### src/rtl/ttim_pkg.sv
// package: offsets, reset values, field positions and threshold codes
package ttim_pkg;
  // register offsets
  localparam logic [7:0] TTIM_THRESH_CTRL_OFS = 8'h0B;
  localparam logic [7:0] TTIM_INTERRUPT_MASK_AND_IDENTITY_OFS = 8'h0C;
  // reset values
  localparam logic [7:0] TTIM_THRESH_CTRL_RST = 8'h00;
  localparam logic [3:0] TTIM_MASK_RST = 4'h4;
  // threshold control field positions
  localparam int TTIM_HOT_LSB = 6;
  localparam int TTIM_COLD_LSB = 4;
  localparam int TTIM_WARM_BIT = 3;
  localparam int TTIM_COOL_BIT = 2;
  localparam int TTIM_FAST_CHARGE_CURRENT_BIT = 1;
  localparam int TTIM_VDROP_BIT = 0;
  // mask field positions
  localparam int TTIM_THERM_MASK_BIT = 7;
  localparam int TTIM_THERMAL_REGULATION_MASK_BIT = 6;
  localparam int TTIM_BATT_MASK_BIT = 5;
  localparam int TTIM_PGOOD_MASK_BIT = 4;
  // temperatures in degrees C, signed
  localparam logic signed [7:0] TTIM_HOT_60C = 8'sh3C;
  localparam logic signed [7:0] TTIM_HOT_65C = 8'sh41;
  localparam logic signed [7:0] TTIM_HOT_50C = 8'sh32;
  localparam logic signed [7:0] TTIM_HOT_45C = 8'sh2D;
  localparam logic signed [7:0] TTIM_COLD_0C = 8'sh00;
  localparam logic signed [7:0] TTIM_COLD_3C = 8'sh03;
  localparam logic signed [7:0] TTIM_COLD_5C = 8'sh05;
  localparam logic signed [7:0] TTIM_COLD_M3C = 8'shFD;
  localparam logic signed [7:0] TTIM_WARM_45C = 8'sh2D;
  localparam logic signed [7:0] TTIM_COOL_10C = 8'sh0A;
  // charge current divisor and voltage drops in mV
  localparam logic [2:0] TTIM_FAST_CHARGE_CURRENT_DIV_HALF = 3'h2;
  localparam logic [2:0] TTIM_FAST_CHARGE_CURRENT_DIV_FIFTH = 3'h5;
  localparam logic [7:0] TTIM_VDROP_100MV = 8'h64;
  localparam logic [7:0] TTIM_VDROP_200MV = 8'hC8;
endpackage

### src/rtl/ttim_event_sync.sv
// synchroniser and rising-edge pulse for asynchronous event levels
`timescale 1ns/1ps
module ttim_event_sync #(
  parameter int WIDTH = 5
) (
  input wire logic clk,
  input wire logic sys_rst,
  input wire logic [WIDTH-1:0] level_in,
  output logic [WIDTH-1:0] rise_pulse
);
  logic [WIDTH-1:0] meta_r;
  logic [WIDTH-1:0] sync_r;
  logic [WIDTH-1:0] prev_r;

  // two-stage sync, then edge detect on second stage only
  always_ff @(posedge clk or posedge sys_rst) begin
    if (sys_rst) begin
      meta_r <= '0;
      sync_r <= '0;
      prev_r <= '0;
    end else begin
      meta_r <= level_in;
      sync_r <= meta_r;
      prev_r <= sync_r;
    end
  end

  assign rise_pulse = sync_r & ~prev_r;
endmodule

### src/rtl/ttim_regs.sv
// thermistor threshold control and interrupt mask/identity registers
//
// Summary of operation
// - Hot limit code 00/01/10/11 gives 60C/65C/50C/45C, 00 after reset.
// - Cold limit code 00/01/10/11 gives 0C/3C/5C/-3C, 00 after reset.
// - Warm limit is 45C when its select bit is zero and disabled when one.
// - Cool limit is 10C when its select bit is zero and disabled when one.
// - Reduced charge current is half when the scale bit is zero, a fifth when one.
// - Warm region lowers the regulation target by 100mV at zero, 200mV at one.
// - Mask bit 7 gates thermistor event interrupts and resets to zero.
// - Mask bit 6 gates thermal regulation interrupts and resets to one.
// - Mask bit 5 gates battery overcurrent and undervoltage interrupts, reset zero.
// - Mask bit 4 gates power-good and input overvoltage interrupts, reset zero.
// - Bits 3..0 at offset 0xC read the fixed identity and ignore writes.
// - Each push-button press sends an interrupt toward the host.
`timescale 1ns/1ps
module ttim_regs
  import ttim_pkg::*;
#(
  parameter logic [3:0] PART_IDENTITY = 4'hA // arbitrary value
) (
  input wire logic clk,
  input wire logic sys_rst,
  // register bus
  input wire logic reg_wr_en,
  input wire logic reg_rd_en,
  input wire logic [7:0] reg_addr,
  input wire logic [7:0] reg_wdata,
  output logic [7:0] reg_rdata,
  output logic reg_rd_valid,
  // event levels from pins, asynchronous
  input wire logic thermistor_event,
  input wire logic thermal_regulation_event,
  input wire logic battery_overcurrent_event,
  input wire logic battery_undervoltage_event,
  input wire logic input_power_good_event,
  input wire logic input_overvoltage_event,
  input wire logic button_press_level,
  // interrupt and decoded settings
  output logic host_int_pulse,
  output logic [1:0] hot_limit_code,
  output logic signed [7:0] hot_limit_degc,
  output logic signed [7:0] cold_limit_degc,
  output logic warm_limit_enable,
  output logic signed [7:0] warm_limit_degc,
  output logic cool_limit_enable,
  output logic signed [7:0] cool_limit_degc,
  output logic [2:0] fast_charge_current_divisor,
  output logic [7:0] warm_voltage_drop_mv
);
  // ************************************************************
  // register storage
  // ************************************************************
  logic [7:0] thermistor_threshold_control_r;
  logic thermistor_event_mask_r;
  logic thermal_regulation_event_mask_r;
  logic battery_fault_event_mask_r;
  logic input_good_event_mask_r;
  logic [3:0] part_identity_field;
  logic [7:0] interrupt_mask_and_identity_view;
  logic [1:0] hot_sel;
  logic [1:0] cold_limit_select;
  logic warm_limit_select;
  logic cool_limit_select;
  logic thermal_current_scale_select;
  logic warm_voltage_drop_select;
  logic [7:0] thermistor_threshold_control_nxt;
  logic [7:0] reg_rdata_nxt;
  logic signed [7:0] hot_limit_degc_nxt;
  logic signed [7:0] cold_limit_degc_nxt;
  logic warm_limit_enable_nxt;
  logic cool_limit_enable_nxt;
  logic [2:0] fast_charge_current_divisor_nxt;
  logic [7:0] warm_voltage_drop_mv_nxt;

  // ************************************************************
  // field extraction
  // ************************************************************
  // identity is wired, so no write can reach it
  assign part_identity_field = PART_IDENTITY;
  assign hot_sel = thermistor_threshold_control_r[TTIM_HOT_LSB +: 2];
  assign cold_limit_select = thermistor_threshold_control_r[TTIM_COLD_LSB +: 2];
  assign warm_limit_select = thermistor_threshold_control_r[TTIM_WARM_BIT];
  assign cool_limit_select = thermistor_threshold_control_r[TTIM_COOL_BIT];
  assign thermal_current_scale_select = thermistor_threshold_control_r[TTIM_FAST_CHARGE_CURRENT_BIT];
  assign warm_voltage_drop_select = thermistor_threshold_control_r[TTIM_VDROP_BIT];

  // ************************************************************
  // threshold control register
  // ************************************************************
  // host write replaces the whole byte; no field is read-only here
  always_comb begin
    thermistor_threshold_control_nxt = thermistor_threshold_control_r;
    if (reg_wr_en && reg_addr == TTIM_THRESH_CTRL_OFS) begin
      thermistor_threshold_control_nxt = reg_wdata;
    end
  end

  // threshold control register, all fields writable
  always_ff @(posedge clk or posedge sys_rst) begin
    if (sys_rst) begin
      thermistor_threshold_control_r <= TTIM_THRESH_CTRL_RST;
    end else begin
      thermistor_threshold_control_r <= thermistor_threshold_control_nxt;
    end
  end

  // ************************************************************
  // mask register
  // ************************************************************
  // mask bits; identity bits are not stored
  always_ff @(posedge clk or posedge sys_rst) begin
    if (sys_rst) begin
      thermistor_event_mask_r <= TTIM_MASK_RST[3];
      thermal_regulation_event_mask_r <= TTIM_MASK_RST[2];
      battery_fault_event_mask_r <= TTIM_MASK_RST[1];
      input_good_event_mask_r <= TTIM_MASK_RST[0];
    end else if (reg_wr_en && reg_addr == TTIM_INTERRUPT_MASK_AND_IDENTITY_OFS) begin
      thermistor_event_mask_r <= reg_wdata[TTIM_THERM_MASK_BIT];
      thermal_regulation_event_mask_r <= reg_wdata[TTIM_THERMAL_REGULATION_MASK_BIT];
      battery_fault_event_mask_r <= reg_wdata[TTIM_BATT_MASK_BIT];
      input_good_event_mask_r <= reg_wdata[TTIM_PGOOD_MASK_BIT];
    end
  end

  assign interrupt_mask_and_identity_view = {thermistor_event_mask_r, thermal_regulation_event_mask_r,
                         battery_fault_event_mask_r, input_good_event_mask_r,
                         part_identity_field};

  // ************************************************************
  // read port
  // ************************************************************
  // read data one cycle after request, zero for unmapped offsets
  always_comb begin
    reg_rdata_nxt = reg_rdata;
    if (reg_rd_en) begin
      unique case (reg_addr)
        TTIM_THRESH_CTRL_OFS: reg_rdata_nxt = thermistor_threshold_control_r;
        TTIM_INTERRUPT_MASK_AND_IDENTITY_OFS: reg_rdata_nxt = interrupt_mask_and_identity_view;
        default: reg_rdata_nxt = 8'h00;
      endcase
    end
  end

  // read data holds between reads so a slow host can still pick it up
  // a read in the same cycle as a write returns the old value
  always_ff @(posedge clk or posedge sys_rst) begin
    if (sys_rst) begin
      reg_rdata <= 8'h00;
      reg_rd_valid <= 1'b0;
    end else begin
      reg_rd_valid <= reg_rd_en;
      reg_rdata <= reg_rdata_nxt;
    end
  end

  // ************************************************************
  // threshold decode
  // ************************************************************
  // hot limit decode
  always_comb begin
    hot_limit_degc_nxt = TTIM_HOT_60C;
    unique case (hot_sel)
      2'h0: hot_limit_degc_nxt = TTIM_HOT_60C;
      2'h1: hot_limit_degc_nxt = TTIM_HOT_65C;
      2'h2: hot_limit_degc_nxt = TTIM_HOT_50C;
      2'h3: hot_limit_degc_nxt = TTIM_HOT_45C;
    endcase
  end

  always_comb begin
    cold_limit_degc_nxt = TTIM_COLD_0C;
    unique case (cold_limit_select)
      2'h0: cold_limit_degc_nxt = TTIM_COLD_0C;
      2'h1: cold_limit_degc_nxt = TTIM_COLD_3C;
      2'h2: cold_limit_degc_nxt = TTIM_COLD_5C;
      2'h3: cold_limit_degc_nxt = TTIM_COLD_M3C;
    endcase
  end

  // decoded limits are flopped so the outputs never glitch on a write
  always_ff @(posedge clk or posedge sys_rst) begin
    if (sys_rst) begin
      hot_limit_code <= 2'h0;
      hot_limit_degc <= TTIM_HOT_60C;
      cold_limit_degc <= TTIM_COLD_0C;
    end else begin
      hot_limit_code <= hot_sel;
      hot_limit_degc <= hot_limit_degc_nxt;
      cold_limit_degc <= cold_limit_degc_nxt;
    end
  end

  // ************************************************************
  // region enables and charge reductions
  // ************************************************************
  // a set select bit switches its region off
  always_comb begin
    warm_limit_enable_nxt = 1'b1;
    cool_limit_enable_nxt = 1'b1;
    if (warm_limit_select) begin
      warm_limit_enable_nxt = 1'b0;
    end
    if (cool_limit_select) begin
      cool_limit_enable_nxt = 1'b0;
    end
  end

  always_comb begin
    fast_charge_current_divisor_nxt = TTIM_FAST_CHARGE_CURRENT_DIV_HALF;
    if (thermal_current_scale_select) begin
      fast_charge_current_divisor_nxt = TTIM_FAST_CHARGE_CURRENT_DIV_FIFTH;
    end
  end

  always_comb begin
    warm_voltage_drop_mv_nxt = TTIM_VDROP_100MV;
    if (warm_voltage_drop_select) begin
      warm_voltage_drop_mv_nxt = TTIM_VDROP_200MV;
    end
  end

  // warm/cool limits and charge reductions, flopped for clean outputs
  always_ff @(posedge clk or posedge sys_rst) begin
    if (sys_rst) begin
      warm_limit_enable <= 1'b1;
      warm_limit_degc <= TTIM_WARM_45C;
      cool_limit_enable <= 1'b1;
      cool_limit_degc <= TTIM_COOL_10C;
      fast_charge_current_divisor <= TTIM_FAST_CHARGE_CURRENT_DIV_HALF;
      warm_voltage_drop_mv <= TTIM_VDROP_100MV;
    end else begin
      warm_limit_enable <= warm_limit_enable_nxt;
      warm_limit_degc <= TTIM_WARM_45C;
      cool_limit_enable <= cool_limit_enable_nxt;
      cool_limit_degc <= TTIM_COOL_10C;
      fast_charge_current_divisor <= fast_charge_current_divisor_nxt;
      warm_voltage_drop_mv <= warm_voltage_drop_mv_nxt;
    end
  end

  // ************************************************************
  // interrupt generation
  // ************************************************************
  logic [4:0] ev_rise;
  logic [4:0] ev_level;
  logic gated_any;
  logic [3:0] event_mask_vec;
  logic [3:0] gated_rise;

  // paired sources are merged before the edge detector, one edge per pair
  assign ev_level = {button_press_level, thermistor_event, thermal_regulation_event,
                     battery_overcurrent_event | battery_undervoltage_event,
                     input_power_good_event | input_overvoltage_event};

  // ************************************************************
  // event synchronisation
  // ************************************************************
  // pins are asynchronous; two flops keep metastability out of the logic
  ttim_event_sync #(.WIDTH(5)) u_sync (
    .clk(clk),
    .sys_rst(sys_rst),
    .level_in(ev_level),
    .rise_pulse(ev_rise)
  );

  // ************************************************************
  // mask gating
  // ************************************************************
  // mask bits in the same order as the synchronised event lanes
  assign event_mask_vec = {thermistor_event_mask_r, thermal_regulation_event_mask_r,
                           battery_fault_event_mask_r, input_good_event_mask_r};

  // mask gating per event
  // the mask is looked at when the edge is seen, so a masked edge is lost
  for (genvar i = 0; i < 4; i++) begin : g_gate
    assign gated_rise[i] = ev_rise[i] & ~event_mask_vec[i];
  end

  // button lane has no mask bit
  assign gated_any = (|gated_rise) | ev_rise[4];

  // ************************************************************
  // interrupt output
  // ************************************************************

  always_ff @(posedge clk or posedge sys_rst) begin
    if (sys_rst) begin
      host_int_pulse <= 1'b0;
    end else begin
      host_int_pulse <= gated_any;
    end
  end
endmodule

### config.mk
export PLATFORM = sky130hd
export DESIGN_NAME = ttim_regs
export DESIGN_NICKNAME = d
export VERILOG_FILES = /design/src/rtl/ttim_pkg.sv /design/src/rtl/ttim_event_sync.sv /design/src/rtl/ttim_regs.sv
export SDC_FILE = /design/constraint.sdc
export NUM_CORES = 1
export LEC_CHECK = 0
export ABC_AREA = 1
export ABC_CLOCK_PERIOD_IN_PS = 3500
export BUFFER_PORTS_ARGS = -buffer_cell sky130_fd_sc_hd__buf_4
export CORE_MARGIN = 2
export CORE_UTILIZATION = 52
export DETAILED_ROUTE_END_ITERATION = 10
export GPL_ROUTABILITY_DRIVEN = 0
export PLACE_DENSITY = 0.94
export SYNTH_ARGS = -nofsm -noshare
export SYNTH_HDL_FRONTEND = slang
export SYNTH_SLANG_ARGS = --single-unit
### constraint.sdc
create_clock -name clk -period 3.5 [get_ports clk]
set_input_delay 0.525 -clock clk [delete_from_list [all_inputs] [get_ports clk]]
set_output_delay 0.525 -clock clk [all_outputs]
set_load 0.01 [all_outputs]
==> results of run 1 <==
-- metal layers --
metal | vias to the layer above | routed length, um
li1 | 728 | -
met1 | 690 | 1528
met2 | 60 | 2039
met3 | 5 | 276
met4 | 0 | 57
met5 | - | 0
-- where the power goes --
group	switching, mW	internal, mW	total (mW)
logic	0.0654	0.0535	0.119
clock network	0.198	0.214	0.412
registers	0.0168	0.668	0.685
total	0.280	0.935	1.22
-- state kept, by name, summed over array words and instances (netlist names), 2 cells and up --
| name | count |
|---|---|
| reg_rdata | 8 |
| thermistor_threshold_control_r | 8 |
| hot_limit_degc | 6 |
| u_sync.meta_r | 5 |
| u_sync.prev_r | 5 |
| u_sync.sync_r | 5 |
| cold_limit_degc | 4 |
| fast_charge_current_divisor | 2 |
| hot_limit_code | 2 |
| warm_voltage_drop_mv | 2 |
-- cell type report --
type	count	area share
Tap cell	52	0.02358
Clock buffer	6	0.02630
Timing Repair Buffer	62	0.1687
Inverter	30	0.04082
Clock inverter	2	0.01361
Multi-Input combinational cell	123	0.2245
Sequential cell	55	0.5025
-- worst max path at each step --
| stage | from | endpoint | slack [ns] | cells past startpoint |
|---|---|---|---|---|
| after floorplan | sys_rst | battery_fault_event_mask_r | 1.65 | 1 |
| final | hot_limit_degc[3] | hot_limit_degc[2] | 2.02 | 1 |
| after global routing | hot_limit_degc[3] | hot_limit_degc[2] | 1.97 | 1 |
| after CTS | hot_limit_degc[3] | hot_limit_degc[2] | 2.01 | 1 |
| after detailed placement | reg_addr[6] | thermistor_threshold_control_r[4] | 1.85 | 7 |
| after global placement | reg_addr[6] | thermistor_threshold_control_r[2] | 1.93 | 7 |
-- cell families after synthesis --
kind of cell | share of synthesized area
AO/OA/AOI/OAI | 0.05240
adder cells (fa/ha/maj) | 0.02729
buffers and inverters | 0.1561
flip-flops | 0.6048
other | 0.003276
AND/OR/NAND/NOR | 0.1561
-- through the flow --
| stage | total power [mW] | instances | worst slack [ns] | hold slack (ns) | util |
|---|---|---|---|---|---|
| after floorplan | 0.7763 | 241 | 1.645 | 0.3312 | - |
| after detailed placement | 0.8180 | 322 | 1.847 | 0.3347 | 0.6168 |
| after global routing | 1.267 | 330 | 1.975 | 0.2964 | 0.6425 |
| after global placement | 0.8113 | 322 | 1.926 | 0.3315 | 0.6168 |
| after CTS | 1.225 | 330 | 2.011 | 0.3060 | 0.6425 |
| final | 1.216 | 330 | 2.018 | 0.3145 | 0.6425 |
-- layout by cell type (no fill, tap or decap), types with 8 or more instances in the layout --
cell,instances
o21ai_0,8
o21ai_2,8
nand2_1,45
conb_1,21
dfstp_2,8
dfrtp_1,47
inv_1,29
nand3_1,10
nor2_1,13
buf_4,62
==> impl_metrics.tcl, run 1 <==
set metrics [dict create \
    cts_buffers 5 \
    synth_top_area_cell "dfrtp_1" \
    startpoint_type "flip-flop" \
    leakage_nw 1.473 \
    worstPathArrival_ns 0.96 \
    port_buffers 62 \
    critPathKind "reg2out" \
    r2r_end "hot_limit_degc[0]" \
    placed_cell_area_mm2 0.002649 \
    final.min_clock_period_ns 1.482 \
    use_met2 0.2757 \
    synth.avg_cell_area_um2 10.33 \
    ys_ff_latch 55 \
    placementRows 24 \
    crit_path_max_fanout 2 \
    setup_violations 0 \
    status "complete, no violations" \
    syn-instance-count 222 \
    route.detailed.drc 0 \
    cts_max_level 2 \
    yosysMostFrequentCell "dfrtp_1" \
    ctsResizeCount 0 \
    grt_pass1_vias 1335 \
    die_w_um 70.40 \
    grt_overflow 0 \
    r2r-start "thermistor_threshold_control_r[7]" \
    vias_per_cell 4.494 \
    hp-class "in2reg" \
    drt_iter0_markers 72 \
    syn-cell-area_mm2 0.002292 \
    crit_chain "buf_4" \
    fp.dieH_um 70.40 \
    yosys.area.top_type_share 0.5131 \
    fin_nets 309 \
    postSynth.asyncResetShare 1.000 \
    ir_worst_vdd_v 0.0002135 \
    critPathCaptureType "output pin" \
    postRouteAntennaNets 0 \
    multi_input_area_um2 619.3 \
    slew_headroom 0.2797 \
    synthTopCellsByArea "dfrtp_1 51%, buf_4 9.8%, dfstp_2 9.2%" \
    antenna_found_initial 0 \
    synth-seq-area-share 0.6048 \
    drive_gt1_frac 0.3489 \
    cts_tree "built" \
    die_area_mm2 0.004955 \
    clk_path_buf_depth 2 \
    boundaryPins 84 \
    postLayoutCellArea_mm2 0.002759 \
    synth_warnings 0 \
    timing.fmax_ghz 0.6747 \
    wirelength_um 3902 \
    path_buf_inv 1 \
    grt_max_degree 56 \
    busiest_layer "met2" \
    maxCapViolCount 0 \
    vias 1483 \
    cp_slowest_stage_delay_ns 0.54 \
    hpwlAfterDp_um 2890 \
    crit_required_ns 2.97 \
    min_from "thermistor_event" \
    grt_pass1_wl_um 6216 \
    whs_endpoint "u_sync.meta_r[3]" \
    hold_violations 0 \
    hold_buffers 0 \
    clk_pin_slew_ns 0.09 \
    worst_pin_slew_ns 1.079 \
    clockRootBuffer "clkbuf_8" \
    regArea_mm2 0.001386 \
    diodes 0 \
    yosysUniqueCellTypes 19 \
    grt_use_met1 0.1973 \
    syn_to_final_growth_pct 20.36 \
    cp_top_family "flip-flops" \
    ys.flop_type "dfrtp_1" \
    cts_sinks 55 \
    first_pass_iters 4 \
    power_density_mw_per_mm2 440.6 \
    synth-edff-count 0 \
    insertion_delay_ns 0.31 \
    setup-tns-final_ns 0 \
    post_cts_buffers 0 \
    gr-usage-met3 0.03896 \
    skew_ns 0.008493 \
    r2r_cells 3 \
    gr-usage-all-layers 0.1630 \
    report.final.slew_viol_count 0 \
    post_drt_wl_per_cell_um 11.82 \
    core_mm2 0.004294 \
    initial_utilization 0.5338 \
    holdPathStages 1 \
    worst-r2r-setup-slack_ns 2.30 \
    slowest_stage "dfstp_2" \
    rsz0062_at_grt "no" \
    fin_crit_sh 0.4235 \
    yosys-top-cells-count "47 x dfrtp_1, 45 x nand2_1, 30 x buf_4, 30 x inv_1, 13 x nor2_1" \
    fillCellCount 344 \
]
No activity file was read; power rests on OpenSTA's default activity.
==> run 2, diff against run 1 <==
--- a/config.mk
+++ b/config.mk
@@ -6,13 +6,13 @@
 export NUM_CORES = 1
 export LEC_CHECK = 0
 export ABC_AREA = 1
-export ABC_CLOCK_PERIOD_IN_PS = 3500
+export ABC_CLOCK_PERIOD_IN_PS = 1500
 export BUFFER_PORTS_ARGS = -buffer_cell sky130_fd_sc_hd__buf_4
 export CORE_MARGIN = 2
-export CORE_UTILIZATION = 52
+export CORE_UTILIZATION = 49
 export DETAILED_ROUTE_END_ITERATION = 10
 export GPL_ROUTABILITY_DRIVEN = 0
-export PLACE_DENSITY = 0.94
+export PLACE_DENSITY = 0.9
 export SYNTH_ARGS = -nofsm -noshare
 export SYNTH_HDL_FRONTEND = slang
 export SYNTH_SLANG_ARGS = --single-unit
==> constraint.sdc (replaced) <==
create_clock -name clk -period 1.5 [get_ports clk]
set_input_delay 0.225 -clock clk [delete_from_list [all_inputs] [get_ports clk]]
set_output_delay 0.225 -clock clk [all_outputs]
set_load 0.01 [all_outputs]
==> impl_metrics.tcl, run 2 (synthesized netlist as in run 1, its figures left out) <==
set metrics [dict create \
    vias 1490 \
    grt_overflow 0 \
    setup_violations 0 \
    cts_buffers 5 \
    route.detailed.drc 0 \
    clk_path_buf_depth 2 \
    post_drt_wl_per_cell_um 11.68 \
    whs_ns 0.02563 \
    worst-r2r-setup-slack_ns 0.34 \
    fin_crit_sh 0.7862 \
    critPathKind "reg2out" \
    skew_ns 0.01144 \
    worstPathArrival_ns 0.95 \
    dp_worst_setup_slack_ns 0.2526 \
    fp.dieH_um 72.40 \
    gr-usage-all-layers 0.1571 \
    setup-tns-final_ns 0 \
    leakage_nw 1.485 \
    postRouteAntennaNets 0 \
    p_comb_frac 0.106 \
    p_switching_mw 0.6421 \
    die_w_um 72.40 \
    drt_iter0_markers 150 \
    first_pass_iters 4 \
    hp-class "in2reg" \
    power_frac_clock 0.305 \
    syn_to_final_growth_pct 21.51 \
    power_density_mw_per_mm2 974.2 \
    finalWorstSetupSlack_ns 0.3207 \
    antenna_found_initial 0 \
    ctsResizeCount 0 \
    maxCapViolCount 0 \
    crit_path_max_fanout 2 \
    grt_pass1_wl_um 6265 \
    clk_pin_slew_ns 0.09 \
    cts_tree "built" \
    fin_nets 312 \
    cp_top_family "flip-flops" \
    final.min_clock_period_ns 1.179 \
    path_buf_inv 1 \
    drive_gt1_frac 0.3523 \
    timing.fmax_ghz 0.8480 \
    rsz0062_at_grt "no" \
    diodes 0 \
    cp_slowest_stage_delay_ns 0.54 \
    startpoint_type "flip-flop" \
    p_int_mw 2.071 \
    core_mm2 0.004444 \
    grt_max_degree 56 \
    die_area_mm2 0.005241 \
    hold_violations 0 \
    cts_max_level 2 \
    pwr-share-seq 0.589 \
    critPathCaptureType "output pin" \
    cts_sinks 55 \
    totalPowerFinal_mw 2.713 \
    postLayoutCellArea_mm2 0.002785 \
    port_buffers 62 \
    swShare 0.2367 \
    insertion_delay_ns 0.30 \
    dp.cells 324 \
    initial_utilization 0.5158 \
    clockRootBuffer "clkbuf_8" \
    reg_top3 "reg_rdata x8, thermistor_threshold_control_r x8, hot_limit_degc x6" \
    stdcell_count 333 \
    placementRows 24 \
    grt_pass1_vias 1414 \
    slowest_stage "dfstp_2" \
    hpwlAfterDp_um 2911 \
    final_common_cell "buf_4" \
    report.final.slew_viol_count 0 \
    wirelength_um 3890 \
    status "complete, no violations" \
    final_cell_mix "63 x buf_4, 47 x dfrtp_1, 45 x nand2_1" \
    crit_chain "buf_4" \
    placed_cell_area_mm2 0.002680 \
    fin_util 0.6267 \
    ir_worst_vdd_v 0.0006367 \
    boundaryPins 84 \
    vias_per_cell 4.474 \
    crit_required_ns 1.27 \
]
-- run 2: repair_timing --
item	in CTS	in global routing
hold endpoints to repair	47	0
buffers inserted	0	0
hold buffers	1	0
-- run 2: cell type report --
| class | instances | area [um^2] |
|---|---|---|
| clock buffers | 7 | 86.33 |
| clock inverters | 1 | 8.758 |
| fillers | 354 | 1659 |
| inverters | 30 | 116.4 |
| multi-input cells | 123 | 619.3 |
| flip-flops and latches | 55 | 1386 |
| well taps | 52 | 65.06 |
| repair buffers | 65 | 503.0 |
-- run 2: power groups by stage --
stage | clock, mW | sequential, mW | combinational, mW
6_report | 0.828 | 1.60 | 0.287
3_5_place_dp | 0 | 1.63 | 0.288
2_1_floorplan | 0 | 1.63 | 0.178
5_1_grt | 0.920 | 1.61 | 0.322
4_1_cts | 0.860 | 1.60 | 0.291
3_3_place_gp | 0 | 1.62 | 0.279
-- run 2: routing by layer --
layer / GRT usage / share of wire / wire length, um
met5: 0 / 0 / 0
met4: 0.06996 / 0.014 / 56
met3: 0.04306 / 0.072 / 281
met2: 0.2620 / 0.51 / 1981
met1: 0.1915 / 0.40 / 1572
-- run 2: worst paths after layout --
| path | from | end | depth (start not counted) |
|---|---|---|---|
| setup / recovery | hot_limit_degc[3] | hot_limit_degc[2] | 1 |
| min in group asynchronous | sys_rst | u_sync.meta_r[2] | 4 |
| hold reg to reg | u_sync.meta_r[4] | u_sync.sync_r[4] | 0 |
| setup reg to reg | thermistor_threshold_control_r[7] | hot_limit_degc[0] | 3 |
| max in group asynchronous | sys_rst | warm_limit_enable | 4 |
| hold / removal | thermal_regulation_event | u_sync.meta_r[2] | 1 |
==> run 3, diff against run 2 <==
--- a/config.mk
+++ b/config.mk
@@ -6,13 +6,13 @@
 export NUM_CORES = 1
 export LEC_CHECK = 0
 export ABC_AREA = 1
-export ABC_CLOCK_PERIOD_IN_PS = 1500
+export ABC_CLOCK_PERIOD_IN_PS = 1000
 export BUFFER_PORTS_ARGS = -buffer_cell sky130_fd_sc_hd__buf_4
 export CORE_MARGIN = 2
-export CORE_UTILIZATION = 49
+export CORE_UTILIZATION = 44
 export DETAILED_ROUTE_END_ITERATION = 10
 export GPL_ROUTABILITY_DRIVEN = 0
-export PLACE_DENSITY = 0.9
+export PLACE_DENSITY = 0.86
 export SYNTH_ARGS = -nofsm -noshare
 export SYNTH_HDL_FRONTEND = slang
 export SYNTH_SLANG_ARGS = --single-unit
==> constraint.sdc (replaced) <==
create_clock -name clk -period 1 [get_ports clk]
set_input_delay 0.15 -clock clk [delete_from_list [all_inputs] [get_ports clk]]
set_output_delay 0.15 -clock clk [all_outputs]
set_load 0.01 [all_outputs]
==> impl_metrics.tcl, run 3 (synthesized netlist as in run 1, its figures left out) <==
set metrics [dict create \
    grt_pass1_vias 1539 \
    syn_to_final_growth_pct 37.77 \
    vias 1590 \
    power_density_mw_per_mm2 1391 \
    timing.fmax_ghz 0.9153 \
    final.min_clock_period_ns 1.093 \
    totalPowerFinal_mw 4.394 \
    grt_overflow 0 \
    critPathKind "reg2out" \
    fin_crit_sh 1.093 \
    cts_max_level 2 \
    clockRootBuffer "clkbuf_8" \
    r2r-start "thermistor_threshold_control_r[7]" \
    ir_worst_vdd_v 0.0009726 \
    boundaryPins 84 \
    vias_per_cell 4.309 \
    insertion_delay_ns 0.30 \
    gr-usage-all-layers 0.1518 \
    core_mm2 0.005075 \
    die_w_um 76.18 \
    setup_violations 15 \
    report.final.slew_viol_count 0 \
    final_common_cell "buf_4" \
    first_pass_iters 4 \
    rsz0062_at_grt "yes" \
    clk_pin_slew_ns 0.09 \
    placementRows 26 \
    min_from "reg_rd_en" \
    crit_required_ns 0.85 \
    final_cell_mix "48 x buf_4, 45 x nand2_1, 44 x dfrtp_1" \
    cts_buffers 5 \
    route.detailed.drc 0 \
    violations "negative setup slack" \
    path_buf_inv 1 \
    drive_gt1_frac 0.4214 \
    critPathCaptureType "output pin" \
    cts_sinks 55 \
    fin_nets 330 \
    postRouteAntennaNets 0 \
    port_buffers 62 \
    clk_path_buf_depth 2 \
    hold_violations 0 \
    worst-r2r-setup-slack_ns -0.03 \
    status "finished, violations left" \
    die_area_mm2 0.005803 \
    postLayoutCellArea_mm2 0.003158 \
    diodes 0 \
    antenna_found_initial 0 \
    cp_slowest_stage_delay_ns 0.54 \
    hpwlAfterDp_um 3160 \
    fin_util 0.6223 \
    cts_tree "built" \
    critPathLaunch "hot_limit_degc[3]" \
    post_drt_wl_per_cell_um 11.54 \
    finalWorstSetupSlack_ns -0.09253 \
    leakage_nw 1.620 \
    worstPathArrival_ns 0.94 \
    skew_ns 0.007573 \
    wirelength_um 4260 \
    hp-class "in2reg" \
    drt_iter0_markers 84 \
    placed_cell_area_mm2 0.002776 \
    initial_utilization 0.4517 \
    cp_top_family "flip-flops" \
    fp.dieH_um 76.18 \
    startpoint_type "flip-flop" \
    grt_pass1_wl_um 7058 \
    crit_chain "buf_4" \
    slowest_stage "dfstp_2" \
    maxCapViolCount 0 \
    crit_path_max_fanout 2 \
    grt_max_degree 30 \
    reg_top3 "reg_rdata x8, thermistor_threshold_control_r x8, hot_limit_degc x6" \
]
==> run 3: final timing paths <==
path,endpoint,depth (start not counted)
min in group asynchronous,u_sync.sync_r[3],3
setup reg to reg,hot_limit_degc[0],2
max in group asynchronous,warm_limit_enable,4
hold / removal,reg_rd_valid,1
hold reg to reg,u_sync.sync_r[3],0
setup / recovery,hot_limit_degc[2],1
==> run 3: where the power goes <==
group          total, mW  internal (mW)  leakage, nW  switching, mW
clock               1.48          0.810       0.0612          0.666
sequential          2.40           2.34        0.680         0.0649
combinational      0.513          0.261        0.879          0.253
==> run 3: final cells by class <==
| cell class | instances | area (um^2) |
|---|---|---|
| multi-input cells | 123 | 674.4 |
| clock inverters | 2 | 35.03 |
| clock buffers | 6 | 82.58 |
| inverters | 30 | 121.4 |
| flip-flops and latches | 55 | 1390 |
| fillers | 399 | 1917 |
| repair buffers | 83 | 767.0 |
| well taps | 70 | 87.58 |
==> run 3: repair_timing <==
| action | 4_1_cts | 5_1_grt |
|---|---|---|
| hold buffers | 4 | 0 |
| pin swaps | 3 | 5 |
| setup buffers | 5 | 4 |
| endpoints found under the hold margin | 10 | 0 |
| endpoints found under the setup margin | 22 | 37 |
| resized for setup | 21 | 22 |
==> run 3: metrics by stage <==
stage | TNS [ns] | hold WS (ns) | cells | setup slack, ns
detailed placement | -1.714 | 0.1225 | 348 | -0.1345
floorplan | -0.04458 | 0.1814 | 241 | -0.02340
global placement | -0.6709 | 0.1167 | 348 | -0.05324
global route | -2.171 | 0.01396 | 369 | -0.1445
CTS | -1.334 | 0.01532 | 365 | -0.1176
finish | -1.065 | 0.03067 | 369 | -0.09253
==> run 3: per-layer routing <==
metal	routed length, um	share of wire	global-route usage
met1	1593	0.37	0.1799
met2	2348	0.55	0.2714
met3	277	0.065	0.05213
met4	40	0.0094	0.02727
met5	0	0	0
